### config.mk
export PLATFORM = sky130hd
export DESIGN_NAME = ppha_top
export DESIGN_NICKNAME = d
export VERILOG_FILES = /design/src/ppha_edge.v /design/src/ppha_irq.v /design/src/ppha_top.v
export VERILOG_INCLUDE_DIRS = /design/src /design/src/src
export SDC_FILE = /design/constraint.sdc
export NUM_CORES = 1
export LEC_CHECK = 0
export BUFFER_PORTS_ARGS = -buffer_cell sky130_fd_sc_hd__buf_2
export CORE_AREA = 2 2 119 168
export DETAILED_ROUTE_END_ITERATION = 7
export DIE_AREA = 0 0 121 170
export PLACE_DENSITY = 0.54
export SETUP_SLACK_MARGIN = 0.2
export SLEW_MARGIN = 20
export SYNTH_ARGS = -nofsm -noshare
export SYNTH_HDL_FRONTEND = slang
export SYNTH_SLANG_ARGS = --single-unit
### constraint.sdc
create_clock -name clk_i -period 3.1 [get_ports clk_i]
set_input_delay 0.465 -clock clk_i [delete_from_list [all_inputs] [get_ports clk_i]]
set_output_delay 0.465 -clock clk_i [all_outputs]
set_load 0.01 [all_outputs]
### src/ppha_defs.vh
// constants of the peripheral port handshake adapter
// assumes a 32-bit APB slave decode on word-aligned byte addresses
//
// Notes on behaviour
// - two 8-bit ports, per-line direction
// - strobe edge sets flag 7; bit 1 picks edge
// - control bit 0 gates flag 7 onto irq
// - line input mode: bit 4 edge, bit 3 enable
// - line edge sets flag 6 regardless of bit 3
// - A read handshake: strobe raises, data read lowers
// - A pulse: line low one cycle after read
// - B write handshake: data write lowers, strobe raises
// - B pulse: line low one cycle after write
`ifndef PPHA_DEFS_VH
`define PPHA_DEFS_VH

// ************************************************************
// register word offsets, decoded from paddr bits 7..2
// ************************************************************
`define PPHA_OFF_A_DATA   6'h00
`define PPHA_OFF_A_DIR    6'h01
`define PPHA_OFF_A_CTL    6'h02
`define PPHA_OFF_B_DATA   6'h03
`define PPHA_OFF_B_DIR    6'h04
`define PPHA_OFF_B_CTL    6'h05
`define PPHA_OFF_IRQ_STS  6'h06
`define PPHA_OFF_IRQ_MSK  6'h07

// ************************************************************
// control register fields
// ************************************************************
`define PPHA_CTL_STR_EN   0
`define PPHA_CTL_STR_POS  1
`define PPHA_CTL_LINE_EN  3
`define PPHA_CTL_LINE_POS 4
`define PPHA_CTL_LINE_OUT 5
`define PPHA_CTL_FLAG_LN  6
`define PPHA_CTL_FLAG_ST  7

// line output modes, control bits 5..3
`define PPHA_MODE_HSHAKE  3'h4
`define PPHA_MODE_PULSE   3'h5
`define PPHA_MODE_MAN_LO  3'h6
`define PPHA_MODE_MAN_HI  3'h7

// ************************************************************
// interrupt status bits and reset values
// ************************************************************
`define PPHA_IRQ_A_STR    0
`define PPHA_IRQ_A_LINE   1
`define PPHA_IRQ_B_STR    2
`define PPHA_IRQ_B_LINE   3
`define PPHA_IRQ_W        4
`define PPHA_RST_BYTE     8'h00
`define PPHA_RST_CTL      6'h00
`define PPHA_RST_IRQ      4'h0

`endif

### src/ppha_edge.v
// synchroniser and selectable edge detector for one pin
// assumes pin_i is asynchronous to clk_i
`timescale 1ns/10ps
module ppha_edge (
  input  wire clk_i,
  input  wire rst_i,
  input  wire pin_i,
  input  wire rise_sel_i,
  output wire level_o,
  output wire edge_o
);
  reg sync1_q;
  reg sync2_q;
  reg prev_q;

  always @(posedge clk_i) begin
    if (rst_i) begin
      sync1_q <= 1'b0;
      sync2_q <= 1'b0;
      prev_q  <= 1'b0;
    end else begin
      sync1_q <= pin_i;
      sync2_q <= sync1_q;
      prev_q  <= sync2_q;
    end
  end

  assign level_o = sync2_q;
  assign edge_o  = rise_sel_i ? (sync2_q & ~prev_q) : (~sync2_q & prev_q);
endmodule // ppha_edge

### src/ppha_irq.v
// sticky interrupt status, write-one-to-clear, with mask
// assumes event pulses and write strobes on clk_i
`timescale 1ns/10ps
`include "ppha_defs.vh"
module ppha_irq (
  input  wire                 clk_i,
  input  wire                 rst_i,
  input  wire [`PPHA_IRQ_W-1:0] evt_i,
  input  wire                 sts_wr_i,
  input  wire                 msk_wr_i,
  input  wire [`PPHA_IRQ_W-1:0] wdata_i,
  output wire [`PPHA_IRQ_W-1:0] sts_o,
  output wire [`PPHA_IRQ_W-1:0] msk_o,
  output wire                 irq_o
);
  reg  [`PPHA_IRQ_W-1:0] sts_q;
  reg  [`PPHA_IRQ_W-1:0] msk_q;
  wire [`PPHA_IRQ_W-1:0] clr;

  assign clr = sts_wr_i ? wdata_i : {`PPHA_IRQ_W{1'b0}};

  always @(posedge clk_i) begin
    if (rst_i) begin
      sts_q <= `PPHA_RST_IRQ;
      msk_q <= `PPHA_RST_IRQ;
    end else begin
      // a new event wins over a clear in the same cycle
      sts_q <= (sts_q & ~clr) | evt_i;
      if (msk_wr_i) begin
        msk_q <= wdata_i;
      end
    end
  end

  assign sts_o = sts_q;
  assign msk_o = msk_q;
  assign irq_o = |(sts_q & msk_q);
endmodule // ppha_irq

### src/ppha_top.v
// dual 8-bit peripheral port with control lines, handshakes and irq
// assumes an APB master on clk_i; pins are asynchronous and synced here
`timescale 1ns/10ps
`include "ppha_defs.vh"
module ppha_top (
  input  wire        clk_i,
  input  wire        rst_i,
  // apb slave
  input  wire        psel_i,
  input  wire        penable_i,
  input  wire        pwrite_i,
  input  wire [7:0]  paddr_i,
  input  wire [31:0] pwdata_i,
  output wire [31:0] prdata_o,
  output wire        pready_o,
  output wire        pslverr_o,
  // port a
  input  wire [7:0]  port_a_pin_i,
  output wire [7:0]  port_a_pin_o,
  output wire [7:0]  port_a_pin_oe_o,
  input  wire        port_a_strobe_in_i,
  input  wire        port_a_ctrl_line_i,
  output wire        port_a_ctrl_line_o,
  output wire        port_a_ctrl_line_oe_o,
  output wire        port_a_irq_n_o,
  // port b
  input  wire [7:0]  port_b_pin_i,
  output wire [7:0]  port_b_pin_o,
  output wire [7:0]  port_b_pin_oe_o,
  input  wire        port_b_strobe_in_i,
  input  wire        port_b_ctrl_line_i,
  output wire        port_b_ctrl_line_o,
  output wire        port_b_ctrl_line_oe_o,
  output wire        port_b_irq_n_o,
  // combined interrupt
  output wire        irq_o
);

  // ************************************************************
  // state
  // ************************************************************
  reg  [7:0]  a_data_q;
  reg  [7:0]  a_dir_q;
  reg  [5:0]  a_ctl_q;
  reg         a_fst_q;
  reg         a_fln_q;
  reg         a_line_q;
  reg         a_line_d;
  reg  [7:0]  b_data_q;
  reg  [7:0]  b_dir_q;
  reg  [5:0]  b_ctl_q;
  reg         b_fst_q;
  reg         b_fln_q;
  reg         b_line_q;
  reg         b_line_d;
  reg  [7:0]  a_sync1_q;
  reg  [7:0]  a_sync2_q;
  reg  [7:0]  b_sync1_q;
  reg  [7:0]  b_sync2_q;
  reg  [31:0] rdata_q;
  reg  [31:0] rdata_d;
  reg         err_q;
  reg         err_d;

  wire [5:0]  idx;
  wire        setup;
  wire        access;
  wire        wr;
  wire        rd;
  wire        a_data_rd;
  wire        b_data_rd;
  wire        b_data_wr;
  wire        a_str_edge;
  wire        a_ln_edge;
  wire        b_str_edge;
  wire        b_ln_edge;
  wire        a_ln_evt;
  wire        b_ln_evt;
  wire [7:0]  a_rd_val;
  wire [7:0]  b_rd_val;
  wire [3:0]  irq_sts;
  wire [3:0]  irq_msk;
  wire [3:0]  irq_evt;
  wire        a_irq;
  wire        b_irq;

  // ************************************************************
  // apb decode
  // ************************************************************
  assign idx    = paddr_i[7:2];
  assign setup  = psel_i & ~penable_i;
  assign access = psel_i & penable_i;
  assign wr     = access & pwrite_i;
  assign rd     = access & ~pwrite_i;

  assign a_data_rd = rd & (idx == `PPHA_OFF_A_DATA);
  assign b_data_rd = rd & (idx == `PPHA_OFF_B_DATA);
  assign b_data_wr = wr & (idx == `PPHA_OFF_B_DATA);

  // ************************************************************
  // pin synchronisers and edge detectors
  // ************************************************************
  always @(posedge clk_i) begin
    if (rst_i) begin
      a_sync1_q <= `PPHA_RST_BYTE;
      a_sync2_q <= `PPHA_RST_BYTE;
      b_sync1_q <= `PPHA_RST_BYTE;
      b_sync2_q <= `PPHA_RST_BYTE;
    end else begin
      a_sync1_q <= port_a_pin_i;
      a_sync2_q <= a_sync1_q;
      b_sync1_q <= port_b_pin_i;
      b_sync2_q <= b_sync1_q;
    end
  end

  ppha_edge u_a_str (
    .clk_i      (clk_i),
    .rst_i      (rst_i),
    .pin_i      (port_a_strobe_in_i),
    .rise_sel_i (a_ctl_q[`PPHA_CTL_STR_POS]),
    .level_o    (),
    .edge_o     (a_str_edge)
  );

  ppha_edge u_a_ln (
    .clk_i      (clk_i),
    .rst_i      (rst_i),
    .pin_i      (port_a_ctrl_line_i),
    .rise_sel_i (a_ctl_q[`PPHA_CTL_LINE_POS]),
    .level_o    (),
    .edge_o     (a_ln_edge)
  );

  ppha_edge u_b_str (
    .clk_i      (clk_i),
    .rst_i      (rst_i),
    .pin_i      (port_b_strobe_in_i),
    .rise_sel_i (b_ctl_q[`PPHA_CTL_STR_POS]),
    .level_o    (),
    .edge_o     (b_str_edge)
  );

  ppha_edge u_b_ln (
    .clk_i      (clk_i),
    .rst_i      (rst_i),
    .pin_i      (port_b_ctrl_line_i),
    .rise_sel_i (b_ctl_q[`PPHA_CTL_LINE_POS]),
    .level_o    (),
    .edge_o     (b_ln_edge)
  );

  // line edges count only while the line is an input
  assign a_ln_evt = a_ln_edge & ~a_ctl_q[`PPHA_CTL_LINE_OUT];
  assign b_ln_evt = b_ln_edge & ~b_ctl_q[`PPHA_CTL_LINE_OUT];

  // ************************************************************
  // port registers and flags
  // ************************************************************
  always @(posedge clk_i) begin
    if (rst_i) begin
      a_data_q <= `PPHA_RST_BYTE;
      a_dir_q  <= `PPHA_RST_BYTE;
      a_ctl_q  <= `PPHA_RST_CTL;
      b_data_q <= `PPHA_RST_BYTE;
      b_dir_q  <= `PPHA_RST_BYTE;
      b_ctl_q  <= `PPHA_RST_CTL;
    end else begin
      if (wr && idx == `PPHA_OFF_A_DATA) begin
        a_data_q <= pwdata_i[7:0];
      end
      if (wr && idx == `PPHA_OFF_A_DIR) begin
        a_dir_q <= pwdata_i[7:0];
      end
      if (wr && idx == `PPHA_OFF_A_CTL) begin
        a_ctl_q <= pwdata_i[5:0];
      end
      if (b_data_wr) begin
        b_data_q <= pwdata_i[7:0];
      end
      if (wr && idx == `PPHA_OFF_B_DIR) begin
        b_dir_q <= pwdata_i[7:0];
      end
      if (wr && idx == `PPHA_OFF_B_CTL) begin
        b_ctl_q <= pwdata_i[5:0];
      end
    end
  end

  // flags: an edge wins over the clearing data read
  always @(posedge clk_i) begin
    if (rst_i) begin
      a_fst_q <= 1'b0;
      a_fln_q <= 1'b0;
      b_fst_q <= 1'b0;
      b_fln_q <= 1'b0;
    end else begin
      if (a_str_edge) begin
        a_fst_q <= 1'b1;
      end else if (a_data_rd) begin
        a_fst_q <= 1'b0;
      end
      if (a_ln_evt) begin
        a_fln_q <= 1'b1;
      end else if (a_data_rd) begin
        a_fln_q <= 1'b0;
      end
      if (b_str_edge) begin
        b_fst_q <= 1'b1;
      end else if (b_data_rd) begin
        b_fst_q <= 1'b0;
      end
      if (b_ln_evt) begin
        b_fln_q <= 1'b1;
      end else if (b_data_rd) begin
        b_fln_q <= 1'b0;
      end
    end
  end

  // ************************************************************
  // control line outputs
  // ************************************************************
  always @* begin
    case (a_ctl_q[5:3])
      `PPHA_MODE_HSHAKE: begin
        if (a_str_edge) begin
          a_line_d = 1'b1;
        end else if (a_data_rd) begin
          a_line_d = 1'b0;
        end else begin
          a_line_d = a_line_q;
        end
      end
      `PPHA_MODE_PULSE:  a_line_d = ~a_data_rd;
      `PPHA_MODE_MAN_LO: a_line_d = 1'b0;
      `PPHA_MODE_MAN_HI: a_line_d = 1'b1;
      default:           a_line_d = 1'b1;
    endcase
  end

  always @* begin
    case (b_ctl_q[5:3])
      `PPHA_MODE_HSHAKE: begin
        if (b_data_wr) begin
          b_line_d = 1'b0;
        end else if (b_str_edge) begin
          b_line_d = 1'b1;
        end else begin
          b_line_d = b_line_q;
        end
      end
      `PPHA_MODE_PULSE:  b_line_d = ~b_data_wr;
      `PPHA_MODE_MAN_LO: b_line_d = 1'b0;
      `PPHA_MODE_MAN_HI: b_line_d = 1'b1;
      default:           b_line_d = 1'b1;
    endcase
  end

  always @(posedge clk_i) begin
    if (rst_i) begin
      a_line_q <= 1'b1;
      b_line_q <= 1'b1;
    end else begin
      a_line_q <= a_line_d;
      b_line_q <= b_line_d;
    end
  end

  assign port_a_ctrl_line_o    = a_line_q;
  assign port_b_ctrl_line_o    = b_line_q;
  assign port_a_ctrl_line_oe_o = a_ctl_q[`PPHA_CTL_LINE_OUT];
  assign port_b_ctrl_line_oe_o = b_ctl_q[`PPHA_CTL_LINE_OUT];

  // ************************************************************
  // port pins
  // ************************************************************
  assign port_a_pin_o    = a_data_q;
  assign port_a_pin_oe_o = a_dir_q;
  assign port_b_pin_o    = b_data_q;
  assign port_b_pin_oe_o = b_dir_q;

  // output lines read back the latch, input lines the pin
  assign a_rd_val = (a_dir_q & a_data_q) | (~a_dir_q & a_sync2_q);
  assign b_rd_val = (b_dir_q & b_data_q) | (~b_dir_q & b_sync2_q);

  // ************************************************************
  // interrupts
  // ************************************************************
  assign a_irq = (a_fst_q & a_ctl_q[`PPHA_CTL_STR_EN]) |
                 (a_fln_q & a_ctl_q[`PPHA_CTL_LINE_EN] &
                  ~a_ctl_q[`PPHA_CTL_LINE_OUT]);
  assign b_irq = (b_fst_q & b_ctl_q[`PPHA_CTL_STR_EN]) |
                 (b_fln_q & b_ctl_q[`PPHA_CTL_LINE_EN] &
                  ~b_ctl_q[`PPHA_CTL_LINE_OUT]);
  assign port_a_irq_n_o = ~a_irq;
  assign port_b_irq_n_o = ~b_irq;

  assign irq_evt = {b_ln_evt, b_str_edge, a_ln_evt, a_str_edge};

  ppha_irq u_irq (
    .clk_i    (clk_i),
    .rst_i    (rst_i),
    .evt_i    (irq_evt),
    .sts_wr_i (wr && idx == `PPHA_OFF_IRQ_STS),
    .msk_wr_i (wr && idx == `PPHA_OFF_IRQ_MSK),
    .wdata_i  (pwdata_i[3:0]),
    .sts_o    (irq_sts),
    .msk_o    (irq_msk),
    .irq_o    (irq_o)
  );

  // ************************************************************
  // read data, captured in the setup cycle
  // ************************************************************
  always @* begin
    rdata_d = 32'h00000000;
    err_d   = 1'b0;
    case (idx)
      `PPHA_OFF_A_DATA:  rdata_d[7:0] = a_rd_val;
      `PPHA_OFF_A_DIR:   rdata_d[7:0] = a_dir_q;
      `PPHA_OFF_A_CTL:   rdata_d[7:0] = {a_fst_q, a_fln_q, a_ctl_q};
      `PPHA_OFF_B_DATA:  rdata_d[7:0] = b_rd_val;
      `PPHA_OFF_B_DIR:   rdata_d[7:0] = b_dir_q;
      `PPHA_OFF_B_CTL:   rdata_d[7:0] = {b_fst_q, b_fln_q, b_ctl_q};
      `PPHA_OFF_IRQ_STS: rdata_d[3:0] = irq_sts;
      `PPHA_OFF_IRQ_MSK: rdata_d[3:0] = irq_msk;
      default:           err_d = 1'b1;
    endcase
  end

  always @(posedge clk_i) begin
    if (rst_i) begin
      rdata_q <= 32'h00000000;
      err_q   <= 1'b0;
    end else if (setup) begin
      rdata_q <= pwrite_i ? 32'h00000000 : rdata_d;
      err_q   <= err_d;
    end
  end

  assign prdata_o  = rdata_q;
  assign pready_o  = access;
  assign pslverr_o = access & err_q;

endmodule // ppha_top

**Yosys cells after proc, flatten, opt, wreduce, memory -nomap -nowiden**

Cells that the tools add are included.

- Equality and inequality tests: 15
- Bitwise operators: 54
- Reduce and logical (&&, ||, !) cells: 14
- Mux-type cells: 19
- Divide/modulo/power cells: 0
- Add/sub/neg operators: 0
- Order comparisons: 0
- Shift-type cells: 0
- Multipliers: 0

Operators with widths:

| cell | count |
|---|---|
| bitwise AND 8 bit | 4 |
| case mux 4 bit (8 select lines) | 1 |
| bitwise AND 1 bit | 24 |
| == test 6 x 3 -> 1 bit (second input constant) | 4 |
| case mux 4 bit (6 select lines) | 1 |
| == test 3 bit (second input constant) | 6 |
| inverter 1 bit | 16 |
| inverter 8 bit | 2 |
| bitwise OR 8 bit | 2 |
| 2-to-1 mux 1 bit | 13 |
| == test 6 x 2 -> 1 bit (second input constant) | 2 |
| bitwise AND 4 bit | 2 |
| 2-to-1 mux 8 bit | 1 |
| nonzero test 2 bit | 4 |
| OR reduction 8 bit | 1 |
| logical AND 1 bit | 7 |
| == test 6 x 1 -> 1 bit (second input constant) | 1 |
| zero test 6 bit | 1 |
| != test 3 bit (second input constant) | 2 |
| case mux 1 bit (3 select lines) | 2 |
| 2-to-1 mux 4 bit | 1 |
| inverter 4 bit | 1 |
| bitwise OR 4 bit | 1 |
| OR reduction 4 bit | 1 |
| bitwise OR 1 bit | 2 |

- Bits of input ports: 65
- Word-level logic and storage cells: 134
- Latch bits: 0
- Output and inout bits: 73
- Bits in registers: 135
- RAM bits: 0
- Memories: 0
- ROM bits: 0

**Depth between registers and ports, before layout**

Gate-level depths: netlist of run 1.

- Word-level depth: 7
- Mapped depth: 6
- Gate-level depth less buffers: 4

**By module**

A second synthesis of run 1 with hierarchy kept.

- Cells, all modules: 500
- Area, all modules: 4,559.4 um^2

Modules (own cells, without submodules):

| module | seq. area each (um^2) | area an instance (um^2) | instances | cells an instance |
|---|---|---|---|---|
| ppha_top | 1,821.7 | 3,838.7 | 1 | 431 |
| ppha_edge | 60.1 | 101.3 | 4 | 9 |
| ppha_irq | 160.2 | 315.3 | 1 | 33 |

**Least setup slack after synthesis of run 1**

No wires, ideal clock.

- Kind: input port to flip-flop
- Start point: input paddr_i[6]
- End point: register a_line_q (netlist: port_a_ctrl_line_o)
- Data arrival time: 1.930 ns
- Slack: 1.031 ns
- Stages: 6
- Setup time: 0.139 ns
- Path buffers: 2
- Required time: 2.961 ns
- Cells stage by stage: buf_2 > or4_4 > buf_6 > or4_4 > a2bb2oi_1 > o2111ai_1

- Longest elaborated chain between the ends: 4
- Elaborated cells between the ends (all ways): 5
- Classes of those cells: eq/ne: 1; mux: 1; bitwise: 2; reduce/logical: 1

RTL lines:

| item | RTL line | RTL |
|---|---|---|
| start, declared | ppha_top.v:12 | `input wire [7:0] paddr_i,` |
| zero test 6 bit (*) | n/a |  |
| bitwise AND 1 bit (*) | ppha_top.v:96 | `` assign a_data_rd = rd & (idx == `PPHA_OFF_A_DATA); `` |
| inverter 1 bit | ppha_top.v:235 | `` `PPHA_MODE_PULSE: a_line_d = ~a_data_rd; `` |
| case mux 1 bit (3 select lines) | ppha_top.v:225 | `case (a_ctl_q[5:3])` |
| end signal, assigned | ppha_top.v:265 | `a_line_q <= a_line_d;` |
| end, declared | ppha_top.v:47 | `reg a_line_q;` |

Every way passes the cells marked *; elsewhere a longest branch is shown, timed or not.
A chain may end at the register's enable or synchronous reset.

**Worst setup path in the final report of run 1**

- Start point: input paddr_i[4]
- End point: register rdata_q[0] (netlist: prdata_o[0])

- Longest elaborated chain between the ends: 3
- Elaborated cells between the ends (all ways): 10
- Classes of those cells: eq/ne: 7; mux: 2; reduce/logical: 1

RTL lines:

| item | RTL line | RTL |
|---|---|---|
| == test 6 x 3 -> 1 bit, or another cell as far along | ppha_top.v:319 | `case (idx)` |
| case mux 4 bit (8 select lines) (*) | ppha_top.v:319 |  |
| 2-to-1 mux 8 bit (*) | ppha_top.v:337 | `rdata_q <= pwrite_i ? 32'h00000000 : rdata_d;` |
| end signal, assigned | ppha_top.v:337 |  |
| end, declared | ppha_top.v:60 | `reg [31:0] rdata_q;` |

Marked as above.

==> run metrics, run 1 <==
status=finished, final reports clean; RSZ-0062 raised after global routing=false; P_sw=729 uW; clk_skew=0.00791 ns; sequential share of power=0.520; die width=121 microns; sequential share of the synthesized area=0.473; Setup Fix Bufs, Post-CTS=0; GRT overflow=0; Net Sw Frac=0.258; Slew HR=0.412; layout cells sized above 1=0.217; # hold bufs at CTS=0; vias=3,831; DRC=0; CP peak stage delay=0.82 ns; clock buffer depth=2; max-slew violation count=0; core area=0.0190 sq mm; dominant synthesized flop cell=dfxtp_1; internal power=2090 uW; post-CTS sizing=0; sequential cell area=0.00222 sq mm; Post-synth ARST share=0; Routed WL=14,000 microns; routability cong.=0.891; Final ANT Viol Nets=0; Yosys top cell by area=dfxtp_1; Area after DPL=0.00530 sq mm; design area=0.00561 sq mm; hold_ws=0.314 ns; FP Rows=60; CTS tree=yes; Synth Area in Compound Gates=0.111; CP max stage cell=a2111oi_0; n_diodes=0; PortBufs=87; initial antenna violation count=0; multiplexer share of the synthesized area=0.0921; Vias/cell=4.55; Starting Density=0.247; worst skew pair latency=0.35 ns; I/O pins=138; worst r2r src=port_b_pin_oe_o[0]; post-synthesis adder-cell area fraction=0; CTS Sinks=111; Fillers=2,033; flop-to-flop setup slack=1.31 ns; multi-input logic area=0.00222 sq mm; power share of the clock group=0.421; global-route wire length before repair=21,700 microns; Hold Violations, Final=0; CP Max Fanout=18; synthesized area=0.00470 sq mm; Max VDD drop=0.259 mV; Initial DRT Pass Iterations=4; Synth Area in Simple Gates=0.249; Synth Area per Inst=9.19 sq um; crit path to=prdata_o[0]; largest family of logic cells by synthesized area=simple AND/OR/NAND/NOR gates; crit path DAT=2.25 ns; routed len/inst=16.7 microns; Combinational Power Share=0.060; Area Overhead vs Synth=19.3%; CTS Buf Count=9; main area contributors after synthesis=dfxtp_1 (47%), mux2i_1 (8.7%), nor2b_1 (6.3%); Max Fclk=488 MHz; Yosys reg bits=111; die area=0.0206 sq mm; Critical Path Sink Type=register; Setup violations, final=0; crit path from=paddr_i[4]; GRT Total Usage=0.138; Cell Pwr Density=503 mW/mm^2; H-tree depth=3; Setup TNS Final=0 ns; Least-Margin Pin Slew=0.859 ns; HPWL after DPL=10,500 microns; crit-path cells=buf_2 -> or2_2 -> nor2_2 -> a2111oi_0 -> a41oi_1; startpoint type of the worst setup path=input pin; crit share post-route=0.661; minimum clock period=2.05 ns; Post-synth EDFFs=0; hold crit path type=input pin to register; number of global-route vias before repair=3,719; CTS Root Cell=clkbuf_16; Worst R2R End=prdata_o[0]; synth unique cells=53; DR iter-0 viols=211; reg2reg path depth=4; die height=170 microns; top cells by count, synth=dfxtp_1 (111), nor2b_1 (47), nor2_1 (46); clock-pin slew on the worst setup and hold paths=0.08 ns; Synth Area in XOR/XNOR=0; area share of the largest cell type after synthesis=0.473; max-cap viol count=0; kind of critical path=input pin to register; Post-Synthesis Cells=511; final net count=654; largest net degree at the start of global routing=68; Yosys warning count=0; most frequent cell after synthesis=dfxtp_1; Required @ worst endpoint=3.31 ns; leak pwr=0.00233 uW
power groups by stage:
stage / logic, uW / clock network (uW) / registers [uW]
after floorplan: 128 / 0 / 1500
after global placement: 170 / 0 / 1500
after detailed placement: 169 / 0 / 1500
after CTS: 170 / 1210 / 1470
after global routing: 185 / 1270 / 1470
final: 168 / 1190 / 1470
state kept, by name (all words and copies together) (netlist names), 4 cells and up:
signal	flops
a_ctl_q	6
a_sync1_q	8
a_sync2_q	8
b_ctl_q	6
b_sync1_q	8
b_sync2_q	8
port_a_pin_o	8
port_a_pin_oe_o	8
port_b_pin_o	8
port_b_pin_oe_o	8
prdata_o	8
u_irq.msk_o	4
u_irq.sts_o	4
how the worst min path moves through the flow:
stage	startpoint	end	slack, ns	cells after the start
after floorplan	a_sync1_q[0]	a_sync2_q[0]	0.41	1
after global routing	port_a_pin_i[0]	a_sync1_q[0]	0.32	2
final	port_a_pin_i[2]	a_sync1_q[2]	0.31	2
after CTS	port_a_pin_i[2]	a_sync1_q[2]	0.31	2
after global placement	a_sync1_q[2]	a_sync2_q[2]	0.42	1
after detailed placement	a_sync1_q[3]	a_sync2_q[3]	0.42	1
critical path: cells and delay by family:
family	cells	cell delay [ns]
AO/OA/AOI/OAI	2	1.01
buffers and inverters	1	0.17
AND/OR/NAND/NOR	2	0.60
routing by layer:
layer	up-vias	global-route usage	wire length [microns]
met4	0	0.0642	402
met3	17	0.0265	765
met2	127	0.235	6870
met1	1803	0.165	5990
li1	1884	-	-
met5	-	0	0
cell usage in the layout, fill, tap and decap left out, drive strengths merged, types with 9 or more instances in the layout:
master,netlist,final
dfxtp,111,111
buf,34,97
nor2b,47,47
nor2,47,47
mux2i,41,41
nand2,37,37
a21oi,29,29
nand3,26,26
conb,1,24
inv,10,15
nor3,14,14
and3,10,10
clkbuf,19,9
metrics by stage:
stage,utilization,std cells,worst slack [ns],total power [uW]
after floorplan,-,534,1.03,1620
after global placement,0.279,826,0.747,1670
after detailed placement,0.279,826,0.720,1670
after CTS,0.295,842,1.11,2850
after global routing,0.295,842,0.923,2930
final,0.295,842,1.05,2820
cell type report:
type | instances | area share
multi-input combinational | 360 | 0.395
clock inverter | 7 | 0.0145
tap | 248 | 0.0554
timing repair buffer | 97 | 0.0915
clock buffer | 9 | 0.0402
sequential | 111 | 0.396
inverter | 10 | 0.00670
kinds of logic after synthesis:
logic type | after synthesis
AOI/OAI and AO/OA | 78
buffers and inverters | 63
DFF | 111
muxes | 43
other | 1
and+or+nand+nor | 215
Note: power is estimated with default switching activity, not from simulation.
==> run 2, diff against run 1 <==
ABC_AREA = 1   (was default)
clock period = 2.04 ns   (was 3.1 ns; I/O delays follow)
==> run 2 against run 1 <==
Cell area is 0.92% higher. Wire length down 4.5%. Sequential power increased by 52%. Total power grew 54%. Largest power group unchanged. Final cell count up 18%. Via count rose by 9.8%. Sequential share of layout area down 0.36 points. Global-route usage shrank 0.41 points. Worst hold slack worse by 0.17 ns. Synthesized cell count increased by 28%. Non-clock buffer count rose by 2. Synthesized area barely moved.
==> run metrics, run 2 <==
CP Max Fanout=4; n_diodes=0; HPWL after DPL=10,100 microns; CTS Sinks=111; Hold Violations, Final=0; I/O pins=138; flop-to-flop setup slack=0.74 ns; H-tree depth=3; Yosys reg bits=111; Worst Hold Endpoint=u_a_str.sync1_q; largest net degree at the start of global routing=62; clock-pin slew on the worst setup and hold paths=0.08 ns; Starting Density=0.247; P_sw=1060 uW; max-cap viol count=0; power share of the clock group=0.423; commonest non-fill, non-tap cells in the layout=nand2_1 (113), dfxtp_1 (111), inv_1 (90); synth unique cells=25; dominant synthesized flop cell=dfxtp_1; DRC=0; sequential share of power=0.514; Vias/cell=4.24; Final ANT Viol Nets=0; post-CTS sizing=0; Max Fclk=599 MHz; Required @ worst endpoint=1.73 ns; Yosys top cell by area=dfxtp_1; CTS tree=yes; top cells by count, synth=nand2_1 (113), dfxtp_1 (111), inv_1 (90); leak pwr=0.00263 uW; die width=121 microns; die height=170 microns; CTS Root Cell=clkbuf_16; routability cong.=0.869; Setup Fix Bufs, Post-CTS=0; worst skew pair latency=0.36 ns; synthesized area=0.00470 sq mm; max-slew violation count=0; clk_skew=0.00906 ns; # hold bufs at CTS=0; Combinational Power Share=0.062; worst r2r src=port_b_pin_oe_o[1]; area share of the largest cell type after synthesis=0.473; status=finished, final reports clean; Initial DRT Pass Iterations=4; layout cells sized above 1=0.180; met3 GRT Util=0.0369; FP Rows=60; total power draw=4340 uW; hold crit path type=input pin to register; core area=0.0190 sq mm; GR met2 Demand/Resource=0.225; kind of critical path=register to output pin; final core utilization=0.298; GRT overflow=0; Post-Synthesis Cells=653; initial antenna violation count=0; worst slack at placement=0.250 ns; routed len/inst=13.5 microns; internal power=3270 uW; Least-Margin Pin Slew=0.661 ns; clock buffer depth=2; Area Overhead vs Synth=20.4%; die area=0.0206 sq mm; most common cell after layout, fill and taps aside=nand2_1; GRT Total Usage=0.134; most frequent cell after synthesis=nand2_1; crit path DAT=1.36 ns; Yosys warning count=0; vias=4,207; Hold Path Cell Cnt=3; Slew HR=0.560; RSZ-0062 raised after global routing=false; Routed WL=13,400 microns; DR iter-0 viols=323; worst setup margin=0.371 ns; main area contributors after synthesis=dfxtp_1 (47%), nand2_1 (9.0%), inv_1 (7.2%); Synth Area per Inst=7.19 sq um; Worst Hold Launch=port_a_strobe_in_i; minimum clock period=1.67 ns; sequential share of the synthesized area=0.473; M1 GR Usage=0.154; GR peak layer=met2; Cell Pwr Density=767 mW/mm^2; Max VDD drop=0.409 mV; reg2reg path depth=9; final net count=805; Net Sw Frac=0.245; Worst R2R End=prdata_o[1]; Critical Path Sink Type=output pin; Setup TNS Final=0 ns; crit share post-route=0.818; CTS Buf Count=9; PortBufs=87; Setup violations, final=0; number of global-route vias before repair=3,963; global-route wire length before repair=21,100 microns; Post-synth EDFFs=0; Post-synth ARST share=0; startpoint type of the worst setup path=register
[run 2: cell count changes in the layout (fill, tap and decap cells not counted), sizes merged, moves of 10 or more]
cell | previous run | this run
a21oi | 29 | 61
nand3 | 26 | 42
inv | 15 | 100
o21ai | 7 | 63
nand2 | 37 | 114
mux2i | 41 | 0
nor3 | 14 | 3
nor2b | 47 | 0
nor2 | 47 | 97
and3 | 10 | 0
nand4 | 0 | 14
[run 2: logic make-up after synthesis]
| group | after synthesis | share of synthesized area |
|---|---|---|
| AO/OA/AOI/OAI | 128 | 0.139 |
| AND/OR/NAND/NOR | 271 | 0.250 |
| buffers and inverters | 142 | 0.137 |
| flip-flops | 111 | 0.473 |
| other | 1 | 0.000798 |
[run 2: per-layer routing]
layer	share of wire	vias up	wire length, microns
met1	0.41	1844	5560
li1	-	2198	-
met2	0.47	132	6320
met5	0	-	0
met4	0.044	0	585
met3	0.070	33	931
[run 2: how the worst max path moves through the flow]
stage                               endpoint  startpoint  cells past startpoint
after detailed placement  port_b_pin_oe_o[7]  paddr_i[4]                      8
final                         port_a_irq_n_o  a_ctl_q[5]                      3
after global placement       port_a_pin_o[7]  paddr_i[7]                      7
after CTS                     port_a_irq_n_o  a_ctl_q[5]                      3
after floorplan           port_a_ctrl_line_o  paddr_i[7]                      6
after global routing          port_a_irq_n_o  a_ctl_q[5]                      3
[run 2: metrics by stage]
stage	hold WS (ns)	cell area [sq um]	cells
floorplan	0.388	4780	676
global placement	0.392	5350	977
detailed placement	0.393	5350	977
CTS	0.135	5660	993
global route	0.140	5660	993
finish	0.144	5660	993
[run 2: power groups by stage]
stage	clock network, uW	logic (uW)	registers [uW]
floorplan	0	199	2280
global placement	0	271	2280
detailed placement	0	272	2280
CTS	1910	273	2230
global route	2010	306	2240
finish	1840	270	2230
[run 2: critical path, stage by stage (launching register included)]
cell	delay, ns
dfxtp_1	0.44
inv_1	0.12
a32oi_1	0.27
buf_2	0.18
[run 2: cell type report]
cell class	instances	area [sq um]
fillers	2102	13300
well taps	248	310
clock buffers	9	225
multi-input cells	423	1920
repair buffers	99	538
inverters	96	360
flip-flops and latches	111	2220
clock inverters	7	85.1
==> run 3, diff against run 2 <==
ABC_AREA = 0   (was 1)
clock period = 1.6 ns   (was 2.04 ns; I/O delays follow)
==> run 3 against run 2 <==
Clock power grew 21%. Cell area grew 9.4%. Clock skew shrank 0.0015 ns. Die area is the same. Critical path depth grew 3. Setup slack lost 0.20 ns.
==> run metrics, run 3 (synthesized netlist as in run 1, its figures left out) <==
status=finished, final reports clean; startpoint type of the worst setup path=input pin; commonest non-fill, non-tap cells in the layout=dfxtp_1 (103), buf_2 (84), buf_4 (56); most common cell after layout, fill and taps aside=dfxtp_1; worst skew pair latency=0.36 ns; layout cells sized above 1=0.326; crit share post-route=0.895; max-slew violation count=0; Net Sw Frac=0.254; design area=0.00619 sq mm; crit-path cells=buf_2 -> buf_4 -> or4_4 -> or4_4 -> o21ai_1 -> o2111ai_1; cell mode on critical path=or4_4; Routed WL=15,000 microns; clock-pin slew on the worst setup and hold paths=0.08 ns; CTS tree=yes; die width=121 microns; max-cap viol count=0; CP Max Fanout=9; power share of the clock group=0.405; largest net degree at the start of global routing=63; Area after DPL=0.00569 sq mm; Top delay family on crit path=simple AND/OR/NAND/NOR gates; CP Buf/Inv Count=2; I/O pins=138; crit path DAT=1.66 ns; Setup violations, final=0; routability cong.=0.856; kind of critical path=input pin to register; hold crit path type=input pin to register; CTS Sinks=111; Setup TNS Final=0 ns; HPWL after DPL=11,500 microns; n_diodes=0; Critical Path Sink Type=register; CP max stage cell=or4_4; number of global-route vias before repair=3,826; Combinational Power Share=0.076; die height=170 microns; CTS Root Cell=clkbuf_16; Initial DRT Pass Iterations=5; RSZ-0062 raised after global routing=true; initial antenna violation count=0; DR iter-0 viols=181; internal power=4080 uW; Hold Violations, Final=0; die area=0.0206 sq mm; sequential share of power=0.519; core area=0.0190 sq mm; CP peak stage delay=0.46 ns; FP Rows=60; GRT overflow=0; final net count=705; vias=3,968; minimum clock period=1.43 ns; total power draw=5470 uW; Required @ worst endpoint=1.83 ns; Starting Density=0.247; DRC=0; P_sw=1390 uW; Final ANT Viol Nets=0; PortBufs=87; Max VDD drop=0.461 mV; clock buffer depth=2; Max Fclk=698 MHz; clk_skew=0.00760 ns; leak pwr=0.00262 uW; global-route wire length before repair=22,400 microns; GRT Total Usage=0.146; Vias/cell=4.44; H-tree depth=3; routed len/inst=16.8 microns; Area Overhead vs Synth=31.7%; worst setup margin=0.168 ns; worst slack at placement=-0.268 ns; Cell Pwr Density=884 mW/mm^2; CTS Buf Count=9
## run 3: cell count changes in the layout (fill, tap and decap cells not counted), moves of 8 or more
| cell | delta |
|---|---|
| nor2_1 | -45 |
| nand2_1 | -77 |
| mux2i_1 | +41 |
| buf_4 | +45 |
| nor2b_1 | +46 |
| and3_1 | +10 |
| nand4_1 | -14 |
| inv_1 | -80 |
| a21oi_1 | -33 |
| o21ai_0 | -55 |
| dfxtp_1 | -8 |
| nand3_1 | -16 |
## run 3: what timing repair did
item,in CTS,in global routing
pin swaps,1,5
hold buffers,0,0
gates cloned,0,0
buffers inserted,0,8
endpoints found under the setup margin,21,33
resized for setup,14,33
## run 3: final cells by class
cell class,count,area (sq um)
fillers,1994,12800
multi-input cells,360,2350
repair buffers,148,961
well taps,248,310
flip-flops and latches,111,2240
clock buffers,10,229
clock inverters,6,61.3
inverters,10,37.5
## run 3: worst reg2reg max path: stages, from the launching register on
cell,delay (ns)
dfxtp_1,0.43
or3b_2,0.46
a21oi_1,0.18
a2111oi_1,0.08
o21ai_0,0.14
## run 3: final timing paths
| check | cells past startpoint | start | slack [ns] | to |
|---|---|---|---|---|
| setup reg to reg | 4 | port_a_pin_oe_o[5] | 0.24 | prdata_o[5] |
| hold / removal | 2 | port_b_pin_i[1] | 0.09 | b_sync1_q[1] |
| setup / recovery | 6 | paddr_i[2] | 0.17 | port_a_ctrl_line_o |
| hold reg to reg | 1 | b_sync1_q[5] | 0.44 | b_sync2_q[5] |
## run 3: routing by layer
layer	part of all wire	vias up	routed length [microns]	global-route usage
met5	0	-	0	0
met3	0.054	20	811	0.0335
met2	0.52	113	7860	0.269
met4	0.020	0	294	0.0445
li1	-	1986	-	-
met1	0.40	1849	6030	0.163
## run 3: power by group through the flow
stage	clock (uW)	sequential, uW	combinational, uW
2_1_floorplan	0	2900	256
5_1_grt	2380	2840	451
3_5_place_dp	0	2910	391
3_3_place_gp	0	2910	389
4_1_cts	2280	2840	397
6_report	2220	2840	415
## run 3: per-stage QoR
step / cells / utilization / hold WS (ns)
final: 893 / 0.326 / 0.0858
after global routing: 893 / 0.326 / 0.0877
after CTS: 885 / 0.317 / 0.0790
after detailed placement: 869 / 0.300 / 0.420
after global placement: 869 / 0.300 / 0.416
after floorplan: 534 / - / 0.368
